--- src/inc/pfs_pkg.sv ---
// constants and types for the port e pin function select block
package pfs_pkg;
  localparam int PIN_COUNT = 16;
  localparam int DATA_W = 16;
  localparam int ADDR_W = 4;
  localparam int MODE_W = 3;
  localparam int PRIO_W = 4;
  localparam int FIELD_STRIDE = 4;
  // register addresses
  localparam logic [3:0] ADDR_DIRECTION = 4'h0;
  localparam logic [3:0] ADDR_SEL_UPPER = 4'h4;
  localparam logic [3:0] ADDR_SEL_MIDDLE = 4'h8;
  localparam logic [3:0] ADDR_PRIORITY = 4'hc;
  localparam logic [3:0] ADDR_PIN_STATE = 4'h2;
  // reset values
  localparam logic [15:0] RST_DIRECTION = 16'h0000;
  localparam logic [15:0] RST_SEL = 16'h0000;
  localparam logic [15:0] RST_PRIORITY = 16'h0000;
  // writable bits of a function select register, reserved bits cleared
  localparam logic [15:0] SEL_WRITE_MASK = 16'h7777;
  // mode codes
  localparam logic [2:0] MODE_PORT = 3'h0;
  localparam logic [2:0] MODE_SYNC_CLOCK = 3'h2;
  localparam logic [2:0] MODE_RECEIVE = 3'h3;
  // field positions
  localparam int PIN11_FIELD_LSB = 12;
  localparam int PIN6_FIELD_LSB = 8;
  localparam int SERIAL_PRIO_LSB = 0;
  localparam int PIN_RX = 11;
  localparam int PIN_SCK = 6;
  localparam int MUX_FIRST = 4;
  localparam int MUX_LAST = 11;
  // pin source selection
  typedef enum logic [1:0] {PFS_SRC_PORT, PFS_SRC_SCK, PFS_SRC_RX, PFS_SRC_OFF} pfs_src_t;
endpackage : pfs_pkg

--- src/inc/pfs_mode_if.sv ---
// interface carrying the direction and select register values from the register file to the mux
`timescale 1ns/100ps
interface pfs_mode_if;
  logic [15:0] direction;
  logic [15:0] sel_upper;
  logic [15:0] sel_middle;
  modport regs (output direction, output sel_upper, output sel_middle);
  modport mux (input direction, input sel_upper, input sel_middle);
endinterface : pfs_mode_if

--- src/pfs_pin_mux.sv ---
// per pin function decode and routing
`timescale 1ns/100ps
module pfs_pin_mux (
  // configuration
  pfs_mode_if.mux cfg,
  // port side
  input wire logic [15:0] i_port_out,
  input wire logic [15:0] i_pin_sync,
  // serial side
  input wire logic i_sck_out,
  input wire logic i_sck_oe,
  // pins
  output logic [15:0] o_pin_out,
  output logic [15:0] o_pin_oe,
  output logic o_rx_data,
  output logic o_sck_in
);
  // four pin fields per select register, upper register starts three pins below the last
  localparam int FIELDS_PER_REG = pfs_pkg::DATA_W / pfs_pkg::FIELD_STRIDE;
  localparam int UPPER_FIRST = pfs_pkg::MUX_LAST + 1 - FIELDS_PER_REG;
  logic [pfs_pkg::MODE_W-1:0] mode [pfs_pkg::PIN_COUNT];

  // per pin mode and routing
  genvar g;
  generate
    for (g = 0; g < pfs_pkg::PIN_COUNT; g++) begin : g_pin
      if (g >= pfs_pkg::MUX_FIRST && g <= pfs_pkg::MUX_LAST) begin : g_mux
        localparam int LSB = ((g % FIELDS_PER_REG) * pfs_pkg::FIELD_STRIDE);
        if (g >= UPPER_FIRST) begin : g_up
          assign mode[g] = cfg.sel_upper[LSB +: pfs_pkg::MODE_W];
        end else begin : g_mid
          assign mode[g] = cfg.sel_middle[LSB +: pfs_pkg::MODE_W];
        end
      end else begin : g_fix
        assign mode[g] = pfs_pkg::MODE_PORT;
      end
      // one driver per pin bit: port, serial clock, or released
      logic port_sel;
      logic sck_sel;
      assign port_sel = (mode[g] == pfs_pkg::MODE_PORT);
      assign sck_sel = (g == pfs_pkg::PIN_SCK) && (mode[g] == pfs_pkg::MODE_SYNC_CLOCK);
      // receive or unsupported codes leave the pin undriven
      assign o_pin_out[g] = port_sel ? i_port_out[g] : (sck_sel ? i_sck_out : 1'b0);
      assign o_pin_oe[g] = port_sel ? cfg.direction[g] : (sck_sel ? i_sck_oe : 1'b0);
    end
  endgenerate

  // peripheral inputs, idle high when not routed
  always_comb begin
    o_rx_data = 1'b1;
    o_sck_in = 1'b1;
    if (mode[pfs_pkg::PIN_RX] == pfs_pkg::MODE_RECEIVE) begin
      o_rx_data = i_pin_sync[pfs_pkg::PIN_RX];
    end
    if (mode[pfs_pkg::PIN_SCK] == pfs_pkg::MODE_SYNC_CLOCK) begin
      o_sck_in = i_pin_sync[pfs_pkg::PIN_SCK];
    end
  end
endmodule : pfs_pin_mux

--- src/pfs_top.sv ---
// port e pin function select register file and top level
//
// Our own choices: strobed register access and the placing of the registers.
`timescale 1ns/100ps
// Operation
// direction bit per pin, zero means input
// mode code 000 selects plain port
// pin 11 field 14:12, 011 receive
// pin 6 field 10:8, 010 clock
// four fields per register, reserved gaps
// priority bits 3:0 for serial interrupts
// reserved bits read zero, write zero
module pfs_top (
  // clock and reset
  input wire logic i_core_clk,
  input wire logic i_rst_n,
  // register port
  input wire logic [3:0] i_addr,
  input wire logic [15:0] i_wdata,
  input wire logic i_wr,
  input wire logic i_rd,
  output logic [15:0] o_rdata,
  // port data
  input wire logic [15:0] i_port_out,
  output logic [15:0] o_port_in,
  // pins
  input wire logic [15:0] i_pin,
  output logic [15:0] o_pin_out,
  output logic [15:0] o_pin_oe,
  // serial interface
  input wire logic i_sck_out,
  input wire logic i_sck_oe,
  output logic o_rx_data,
  output logic o_sck_in,
  // interrupt priority
  output logic [3:0] o_serial_prio,
  output logic [15:0] o_priority
);
  pfs_mode_if modes ();
  logic [15:0] dir_r, dir_nxt;
  logic [15:0] up_r, up_nxt;
  logic [15:0] mid_r, mid_nxt;
  logic [15:0] prio_r, prio_nxt;
  logic [15:0] rdata_r, rdata_nxt;
  logic [15:0] meta_r, sync_r;

  // register writes
  always_comb begin
    dir_nxt = dir_r;
    up_nxt = up_r;
    mid_nxt = mid_r;
    prio_nxt = prio_r;
    if (i_wr) begin
      unique case (i_addr)
        pfs_pkg::ADDR_DIRECTION: dir_nxt = i_wdata;
        pfs_pkg::ADDR_SEL_UPPER: up_nxt = i_wdata & pfs_pkg::SEL_WRITE_MASK;
        pfs_pkg::ADDR_SEL_MIDDLE: mid_nxt = i_wdata & pfs_pkg::SEL_WRITE_MASK;
        pfs_pkg::ADDR_PRIORITY: prio_nxt = i_wdata;
        default: ;
      endcase
    end
  end

  // register reads, unmapped read zero
  always_comb begin
    rdata_nxt = 16'h0000;
    if (i_rd) begin
      unique case (i_addr)
        pfs_pkg::ADDR_DIRECTION: rdata_nxt = dir_r;
        pfs_pkg::ADDR_SEL_UPPER: rdata_nxt = up_r;
        pfs_pkg::ADDR_SEL_MIDDLE: rdata_nxt = mid_r;
        pfs_pkg::ADDR_PRIORITY: rdata_nxt = prio_r;
        pfs_pkg::ADDR_PIN_STATE: rdata_nxt = sync_r;
        default: rdata_nxt = 16'h0000;
      endcase
    end
  end

  // register state
  always_ff @(posedge i_core_clk or negedge i_rst_n) begin
    if (!i_rst_n) begin
      dir_r <= pfs_pkg::RST_DIRECTION;
      up_r <= pfs_pkg::RST_SEL;
      mid_r <= pfs_pkg::RST_SEL;
      prio_r <= pfs_pkg::RST_PRIORITY;
      rdata_r <= 16'h0000;
    end else begin
      dir_r <= dir_nxt;
      up_r <= up_nxt;
      mid_r <= mid_nxt;
      prio_r <= prio_nxt;
      rdata_r <= rdata_nxt;
    end
  end

  // pin synchroniser
  always_ff @(posedge i_core_clk or negedge i_rst_n) begin
    if (!i_rst_n) begin
      meta_r <= 16'h0000;
      sync_r <= 16'h0000;
    end else begin
      meta_r <= i_pin;
      sync_r <= meta_r;
    end
  end

  assign modes.direction = dir_r;
  assign modes.sel_upper = up_r;
  assign modes.sel_middle = mid_r;
  assign o_rdata = rdata_r;
  assign o_port_in = sync_r;
  assign o_priority = prio_r;
  assign o_serial_prio = prio_r[pfs_pkg::SERIAL_PRIO_LSB +: pfs_pkg::PRIO_W];

  // routing
  pfs_pin_mux u_mux (
    .cfg(modes.mux),
    .i_port_out(i_port_out),
    .i_pin_sync(sync_r),
    .i_sck_out(i_sck_out),
    .i_sck_oe(i_sck_oe),
    .o_pin_out(o_pin_out),
    .o_pin_oe(o_pin_oe),
    .o_rx_data(o_rx_data),
    .o_sck_in(o_sck_in)
  );

  property p_reserved_zero;
    @(posedge i_core_clk) disable iff (!i_rst_n)
      ((up_r | mid_r) & ~pfs_pkg::SEL_WRITE_MASK) == 16'h0000;
  endproperty
  a_reserved_zero: assert property (p_reserved_zero) else $error("reserved bit set");

  property p_input_no_drive;
    @(posedge i_core_clk) disable iff (!i_rst_n)
      (!dir_r[0]) |-> !o_pin_oe[0];
  endproperty
  a_input_no_drive: assert property (p_input_no_drive) else $error("input pin driven");

  property p_port_mode;
    @(posedge i_core_clk) disable iff (!i_rst_n)
      (mid_r[10:8] == pfs_pkg::MODE_PORT) |-> (o_pin_oe[6] == dir_r[6] && o_pin_out[6] == i_port_out[6]);
  endproperty
  a_port_mode: assert property (p_port_mode) else $error("port mode not routed");

  property p_rx_route;
    @(posedge i_core_clk) disable iff (!i_rst_n)
      (up_r[14:12] == pfs_pkg::MODE_RECEIVE) |-> (o_rx_data == sync_r[11] && !o_pin_oe[11]);
  endproperty
  a_rx_route: assert property (p_rx_route) else $error("receive route wrong");

  property p_sck_route;
    @(posedge i_core_clk) disable iff (!i_rst_n)
      (mid_r[10:8] == pfs_pkg::MODE_SYNC_CLOCK) |-> (o_pin_oe[6] == i_sck_oe && o_sck_in == sync_r[6]);
  endproperty
  a_sck_route: assert property (p_sck_route) else $error("clock route wrong");

  property p_sel_write;
    @(posedge i_core_clk) disable iff (!i_rst_n)
      (i_wr && i_addr == pfs_pkg::ADDR_SEL_MIDDLE) |=> (mid_r == ($past(i_wdata) & pfs_pkg::SEL_WRITE_MASK));
  endproperty
  a_sel_write: assert property (p_sel_write) else $error("select write lost");

  property p_prio;
    @(posedge i_core_clk) disable iff (!i_rst_n)
      (i_wr && i_addr == pfs_pkg::ADDR_PRIORITY) |=> (o_serial_prio == $past(i_wdata[3:0]));
  endproperty
  a_prio: assert property (p_prio) else $error("priority not taken");

  property p_read;
    @(posedge i_core_clk) disable iff (!i_rst_n)
      (i_rd && i_addr == pfs_pkg::ADDR_DIRECTION && !$past(i_wr)) |=> (o_rdata == $past(dir_r));
  endproperty
  a_read: assert property (p_read) else $error("read data wrong");

  // upper select write lands with reserved bits cleared
  property p_sel_write_up;
    @(posedge i_core_clk) disable iff (!i_rst_n)
      (i_wr && i_addr == pfs_pkg::ADDR_SEL_UPPER) |=> (up_r == ($past(i_wdata) & pfs_pkg::SEL_WRITE_MASK));
  endproperty
  a_sel_write_up: assert property (p_sel_write_up) else $error("upper select write lost");

  // direction write reaches the enable of a fixed port pin
  property p_dir_write;
    @(posedge i_core_clk) disable iff (!i_rst_n)
      (i_wr && i_addr == pfs_pkg::ADDR_DIRECTION) |=>
        (o_pin_oe[pfs_pkg::PIN_COUNT-1] == $past(i_wdata[pfs_pkg::PIN_COUNT-1]));
  endproperty
  a_dir_write: assert property (p_dir_write) else $error("direction write lost");

  // read data stand only in the cycle after a read strobe
  property p_rdata_idle;
    @(posedge i_core_clk) disable iff (!i_rst_n)
      (!i_rd) |=> (o_rdata == 16'h0000);
  endproperty
  a_rdata_idle: assert property (p_rdata_idle) else $error("read data outside read");

  // synchronised pin state readable
  property p_pin_state;
    @(posedge i_core_clk) disable iff (!i_rst_n)
      (i_rd && i_addr == pfs_pkg::ADDR_PIN_STATE) |=> (o_rdata == $past(sync_r));
  endproperty
  a_pin_state: assert property (p_pin_state) else $error("pin state read wrong");

  // receive input rests high when pin 11 is not routed to it
  property p_rx_idle;
    @(posedge i_core_clk) disable iff (!i_rst_n)
      (up_r[pfs_pkg::PIN11_FIELD_LSB +: pfs_pkg::MODE_W] != pfs_pkg::MODE_RECEIVE) |-> o_rx_data;
  endproperty
  a_rx_idle: assert property (p_rx_idle) else $error("receive input not idle");

  // clock input rests high when pin 6 is not routed to it
  property p_sck_idle;
    @(posedge i_core_clk) disable iff (!i_rst_n)
      (mid_r[pfs_pkg::PIN6_FIELD_LSB +: pfs_pkg::MODE_W] != pfs_pkg::MODE_SYNC_CLOCK) |-> o_sck_in;
  endproperty
  a_sck_idle: assert property (p_sck_idle) else $error("clock input not idle");

  // pin 11 in port mode follows port data and direction
  property p_rx_port;
    @(posedge i_core_clk) disable iff (!i_rst_n)
      (up_r[pfs_pkg::PIN11_FIELD_LSB +: pfs_pkg::MODE_W] == pfs_pkg::MODE_PORT) |->
        (o_pin_oe[pfs_pkg::PIN_RX] == dir_r[pfs_pkg::PIN_RX] &&
          o_pin_out[pfs_pkg::PIN_RX] == i_port_out[pfs_pkg::PIN_RX]);
  endproperty
  a_rx_port: assert property (p_rx_port) else $error("pin 11 port mode wrong");

  // pin 6 released under an unsupported code
  property p_sck_release;
    @(posedge i_core_clk) disable iff (!i_rst_n)
      (mid_r[pfs_pkg::PIN6_FIELD_LSB +: pfs_pkg::MODE_W] != pfs_pkg::MODE_PORT &&
        mid_r[pfs_pkg::PIN6_FIELD_LSB +: pfs_pkg::MODE_W] != pfs_pkg::MODE_SYNC_CLOCK) |->
        !o_pin_oe[pfs_pkg::PIN_SCK];
  endproperty
  a_sck_release: assert property (p_sck_release) else $error("pin 6 driven in unsupported mode");

  // priority word changes only by a priority write
  property p_prio_hold;
    @(posedge i_core_clk) disable iff (!i_rst_n)
      !(i_wr && i_addr == pfs_pkg::ADDR_PRIORITY) |=> $stable(o_priority);
  endproperty
  a_prio_hold: assert property (p_prio_hold) else $error("priority changed without write");
endmodule : pfs_top

--- config.mk ---
export PLATFORM = sky130hd
export DESIGN_NAME = pfs_top
export DESIGN_NICKNAME = d
export VERILOG_FILES = /design/src/inc/pfs_pkg.sv /design/src/inc/pfs_mode_if.sv /design/src/pfs_pin_mux.sv /design/src/pfs_top.sv
export SDC_FILE = /design/constraint.sdc
export NUM_CORES = 1
export LEC_CHECK = 0
export BUFFER_PORTS_ARGS = -buffer_cell sky130_fd_sc_hd__buf_2
export CAP_MARGIN = 20
export CORE_MARGIN = 5
export CORE_UTILIZATION = 30
export CTS_CLUSTER_DIAMETER = 40
export DETAILED_ROUTE_END_ITERATION = 16
export PLACE_DENSITY = 0.58
export SYNTH_ARGS = -nofsm -noshare
export SYNTH_HDL_FRONTEND = slang
export SYNTH_SLANG_ARGS = --single-unit
--- constraint.sdc ---
create_clock -name i_core_clk -period 1.2 [get_ports i_core_clk]
set_clock_uncertainty 0.1 [all_clocks]
set_input_delay 0.24 -clock i_core_clk [delete_from_list [all_inputs] [get_ports i_core_clk]]
set_output_delay 0.24 -clock i_core_clk [all_outputs]
set_load 0.01 [all_outputs]
==> results of run 1 <==
-- worst max-delay path: stages, from the launching register on --
cell and delay (ns):
dfrtp_1 0.38, or4b_4 0.53, buf_6 0.14
-- Yosys cell counts (all sizes together) --
library cell | number | area, um^2
or4b | 1 | 10.0
a21oi | 3 | 15.0
mux2i | 2 | 20.0
nand2 | 3 | 13.8
dfrtp | 104 | 2600
buf | 31 | 219
a32oi | 4 | 35.0
nor2 | 13 | 48.8
a222oi | 9 | 90.1
and3 | 2 | 12.5
and2 | 14 | 87.6
clkbuf | 1 | 3.75
o21ai | 1 | 5.00
nor3 | 11 | 60.1
nand3b | 1 | 7.51
nor2b | 1 | 6.26
a22oi | 3 | 22.5
mux2 | 84 | 946
nor3b | 1 | 18.8
nor4b | 1 | 15.0
nand3 | 2 | 10.0
nand4bb | 1 | 11.3
-- final cells by class --
class	instances	area share (%)
sequential	104	37.3
timing repair buffer	250	30.4
multi-input combinational	157	24.5
clock buffer	10	3.42
tap	180	3.23
clock inverter	5	1.17
-- kinds of logic (layout without fill, tap and decap cells) --
group | Yosys count | after routing | synth area share [%]
mux | 86 | 86 | 22.7
compound gates | 20 | 20 | 3.94
flops | 104 | 104 | 61.1
buf+inv | 32 | 265 | 5.23
simple gates | 51 | 51 | 7.08
-- worst max-delay path by stage --
stage          slack, ns                  end  cells past startpoint    startpoint
6_report           -0.54             o_sck_in                      2  o_port_in[6]
5_1_grt            -0.57             o_sck_in                      2  o_port_in[6]
4_1_cts            -0.56             o_sck_in                      2  o_port_in[6]
3_5_place_dp       -0.45  modes.sel_upper[10]                      4     i_addr[3]
3_3_place_gp       -0.42  modes.sel_upper[10]                      4     i_addr[3]
2_1_floorplan      -0.34       o_priority[10]                      5     i_addr[0]
-- metal layers --
layer  wire (um)  GRT usage, %  vias up
met2        6010          24.8      103
li1            -             -     1498
met4         146          3.83        0
met5           0             0        -
met1        5710          20.7     1641
met3         880          4.49       11
-- stage by stage --
stage / setup TNS [ns] / setup WS [ns] / hold WS, ns
after CTS: -12.83 / -0.556 / 0.0317
after global routing: -15.47 / -0.569 / 0.0404
final: -11.59 / -0.537 / 0.0471
after floorplan: -10.43 / -0.338 / -0.156
after detailed placement: -25.48 / -0.446 / 0.0230
after global placement: -24.22 / -0.422 / 0.0198
-- registers in the layout (all words and copies together) (netlist names) --
name / cells
meta_r: 16
o_rdata: 16
o_priority: 16
dir_r: 16
o_port_in: 16
mid_r: 12
modes.sel_upper: 12
-- power by group --
part           internal, mW  leakage [nW]  switching [mW]
Combinational          2.21          1.95            1.21
Sequential             4.01          1.28           0.371
Clock                  1.87         0.155            1.31
Total                  8.09          3.39            2.89
-- what timing repair did --
action                     in CTS  in global routing
setup endpoints to repair     110                110
gates cloned                    0                  1
hold endpoints to repair      120                  0
setup buffers                  25                  8
resized for setup              93                 34
pin swaps                      29                 21
hold buffers                   17                  0
==> qor.yml, run 1 <==
finalCritPeriodShare_pct: 145
place_inst: 647
syn_inst: 293
clockBufferDepth: 2
r2r_end: "o_rdata[12]"
clk_pin_slew_worst_paths_ns: 0.07
drt-total-wl_um: 12700
place_area_um2: 5700
avgSynthCellArea_um2: 14.5
drt.antenna.violating_nets: 0
cts_tree: "yes"
tightestPinTransition_ns: 0.289
setup_violations: 81
core-area_um2: 13900
finalInstanceArea_um2: 6980
worst_slack_ns: -0.537
yosysUniqueCellTypes: 26
final.fill_count: 1228
cts-root-buf: "clkbuf_16"
gr-total-overflow: 0
rsz0062_at_grt: "yes"
grt_pass1_wl_um: 19700
num_io_pins: 144
period_needed_ns: 1.74
outcome: "finished, violations left"
ys_ff_latch: 104
nets: 580
setup.worst_path.start_class: "flop"
worstSkewPairLatency_ns: 0.35
mostFrequentLayoutCell: "dfrtp_1"
htree_levels: 3
num_rows: 43
violations: "negative setup slack"
maxCapViolCount: 0
antenna_cells: 0
routedWlPerCell_um: 18.1
port_buffers: 127
hold_path_end: "o_priority[3]"
drt-pass1-iter-count: 7
r2r-start: "dir_r[12]"
yosysWarnings: 0
drt_iter0_drc: 168
end_kind: "output pin"
dieArea_um2: 16700
cts_buffers: 9
ir_drop_mv: 0.669
hold_viol: 0
critPathKind: "flop to output pin"
start_util_pct: 30.7
vias: 3253
grt_start_max_net_pins: 48
holdCritPathClass: "input pin to flop"
synthesis.area_um2: 4260
layout-drive-gt1-share_pct: 68.1
cts.sinks: 104
die_x_um: 129
required_ns: 0.86
slew_violations: 0
multi_input_area_um2: 1710
worst-path-max-fanout: 2
hpwl_um: 9020
powerDensity_nw_per_um2: 1570
rrSetupSlack_ns: -0.20
total_power_mw: 11.0
leakagePower_nw: 3.39
arrival_ns: 1.40
worstHoldStart: "i_wdata[3]"
grt_pass1_vias: 3604
hold_depth: 2
fmax_mhz: 576
drcViolationCount: 0
seq_area_frac_synth_pct: 61.1
area_delta_synth_final_pct: 63.8
slew_headroom_pct: 80.8
mostFrequentLayoutCells: "104 x dfrtp_1, 86 x buf_2, 73 x buf_6"
antenna_found_initial: 0
vias_per_cell: 4.61
finalWeightedCongestion: 0.768
track_usage_pct: 15.5
die_y_um: 129
syn_nets: 351
r2r_cells: 4
utilization_pct: 50.3
finalNonFillerCells: 706
regArea_um2: 2600
Power figures use the tool's default switching activity.
==> run 2, diff against run 1 <==
GPL_TIMING_DRIVEN = 0   (was not set)
==> run 2 against run 1 <==
Against the previous run: the run ends with negative hold slack, negative setup slack left; sequential cell count stayed put; total power is 6.9% lower; die area stayed put; design area is 3.0% lower; sequential share of layout area rose by 1.2 points; register-to-register slack better by 0.03 ns; count of clock-buffer cells in the layout rose by 3; critical endpoint unchanged; largest cell class unchanged.
==> qor.yml, run 2 (synthesis gave the netlist of run 1 again) <==
die_y_um: 129  # unchanged
finalCritPeriodShare_pct: 145  # about the same
drt_iter0_drc: 135  # was 168
grt_pass1_wl_um: 20300  # was 19700 um
powerDensity_nw_per_um2: 1510  # was 1570 nW/um^2
drt-pass1-iter-count: 5  # was 7
nets: 571  # was 580
mostFrequentLayoutCells: "110 x buf_2, 100 x dfrtp_1, 52 x buf_6"  # was 104 x dfrtp_1, 86 x buf_2, 73 x buf_6
drt.antenna.violating_nets: 0  # unchanged
setup_violations: 95  # was 81
end_kind: "output pin"  # unchanged
cts-root-buf: "clkbuf_16"  # unchanged
grt_pass1_vias: 3551  # was 3604
period_needed_ns: 1.74  # about the same
layout-drive-gt1-share_pct: 67.9  # was 68.1%
vias: 3241  # was 3253
clockBufferDepth: 2  # unchanged
worst_slack_ns: -0.542  # was -0.537 ns
gr-max-usage-layer: "met2"  # unchanged
ir_drop_mv: 0.783  # was 0.669 mV
use_met2_pct: 26.7  # was 24.8%
track_usage_pct: 16.4  # was 15.5%
setup.worst_path.start_class: "flop"  # unchanged
mostFrequentLayoutCell: "buf_2"  # was dfrtp_1
met1_usage_pct: 21.3  # was 20.7%
p_comb_share_pct: 28.6  # was 31.1%
cts_buffers: 9  # unchanged
arrival_ns: 1.40  # about the same
finalWeightedCongestion: 0.723  # was 0.768
rsz0062_at_grt: "yes"  # unchanged
routedWlPerCell_um: 19.2  # was 18.1 um
maxCapViolCount: 0  # unchanged
worstSkewPairLatency_ns: 0.35  # about the same
place_inst: 609  # was 647
place_area_um2: 5390  # was 5700 um^2
antenna_cells: 0  # unchanged
finalInstanceArea_um2: 6770  # was 6980 um^2
intPower_mw: 7.46  # was 8.09 mW
grt_start_max_net_pins: 59  # was 48
p_sw_share_pct: 27.0  # was 26.3%
holdCritPathClass: "input pin to async pin"  # was input pin to flop
core-area_um2: 13900  # unchanged
use_met3_pct: 4.41  # was 4.49%
ctsHoldBuffers: 16  # was 17
violations: "negative hold slack, negative setup slack"  # was negative setup slack
antenna_found_initial: 0  # unchanged
tightestPinTransition_ns: 0.624  # was 0.289 ns
gr-total-overflow: 0  # unchanged
rrSetupSlack_ns: -0.17  # was -0.20 ns
start_util_pct: 30.7  # unchanged
critPathKind: "flop to output pin"  # unchanged
slew_violations: 0  # unchanged
utilization_pct: 48.8  # was 50.3%
dieArea_um2: 16700  # unchanged
vias_per_cell: 4.65  # was 4.61
drcViolationCount: 0  # unchanged
drt-total-wl_um: 13400  # was 12700 um
cts_tree: "yes"  # unchanged
hold_ws_ns: -0.202  # was 0.0471 ns
area_delta_synth_final_pct: 58.9  # was 63.8%
htree_levels: 3  # unchanged
hpwl_um: 8590  # was 9020 um
clk_pin_slew_worst_paths_ns: 0.07  # about the same
hold_viol: 46  # was 0
total_power_mw: 10.2  # was 11.0 mW
num_io_pins: 144  # unchanged
cts.sinks: 104  # unchanged
clkPwrFrac_pct: 27.9  # was 29.0%
leakagePower_nw: 3.30  # was 3.39 nW
setup_tns_ns: -11.29  # was -11.59 ns
seq_power_share_pct: 43.6  # was 39.9%
fmax_mhz: 574  # was 576 MHz
p_switching_mw: 2.76  # was 2.89 mW
finalNonFillerCells: 697  # was 706
port_buffers: 135  # was 127
worst-path-max-fanout: 2  # unchanged
outcome: "finished, violations left"  # unchanged
num_rows: 43  # unchanged
die_x_um: 129  # unchanged
slew_headroom_pct: 58.4  # was 80.8%
required_ns: 0.86  # about the same
run 2: power groups by stage:
stage                     sequential (mW)  clock, mW  combinational, mW
after floorplan                      4.44          0               1.21
after global placement               4.46          0               1.98
after detailed placement             4.49          0               2.03
after CTS                            4.44       2.93               2.83
after global routing                 4.52       3.09               3.14
final                                4.45       2.85               2.92
run 2: layout make-up:
type                    count  area, um^2
clock buffers              13         270
repair buffers            211        1610
well taps                 180         225
clock inverters             2        13.8
fillers                  1275        7110
flip-flops and latches    104        2610
plain buffers              30         338
multi-input cells         157        1710
run 2: worst max-delay path: stages (launching register included):
cell and delay [ns]:
dfrtp_1 0.40, or4b_4 0.52, buf_6 0.13
run 2: metal layers:
metal	vias to the layer above	wire length (um)
li1	1489	-
met1	1631	5900
met2	105	6420
met3	16	820
met4	0	208
met5	-	0
run 2: final timing paths:
path                                 start             to  cells after the start
min in group i_core_clk         i_wdata[7]  o_priority[7]                      2
worst max register to register    mid_r[8]     o_rdata[8]                      4
max in group asynchronous          i_rst_n       mid_r[9]                      2
worst min register to register   meta_r[5]   o_port_in[5]                      0
worst max-delay path             mid_r[10]       o_sck_in                      2
worst min-delay path               i_rst_n  o_port_in[15]                      1
run 2: what timing repair did:
action	4_1_cts	5_1_grt
pin swaps	30	22
resized for setup	90	28
cloned	3	1
hold endpoints to repair	62	46
endpoints found under the setup margin	138	137
buffers inserted	45	11
run 2: through the flow:
stage | hold slack, ns | worst slack [ns]
finish | -0.202 | -0.542
global route | -0.161 | -0.571
CTS | -0.185 | -0.555
detailed placement | 0.208 | -0.945
global placement | 0.232 | -1.40
floorplan | -0.156 | -0.338
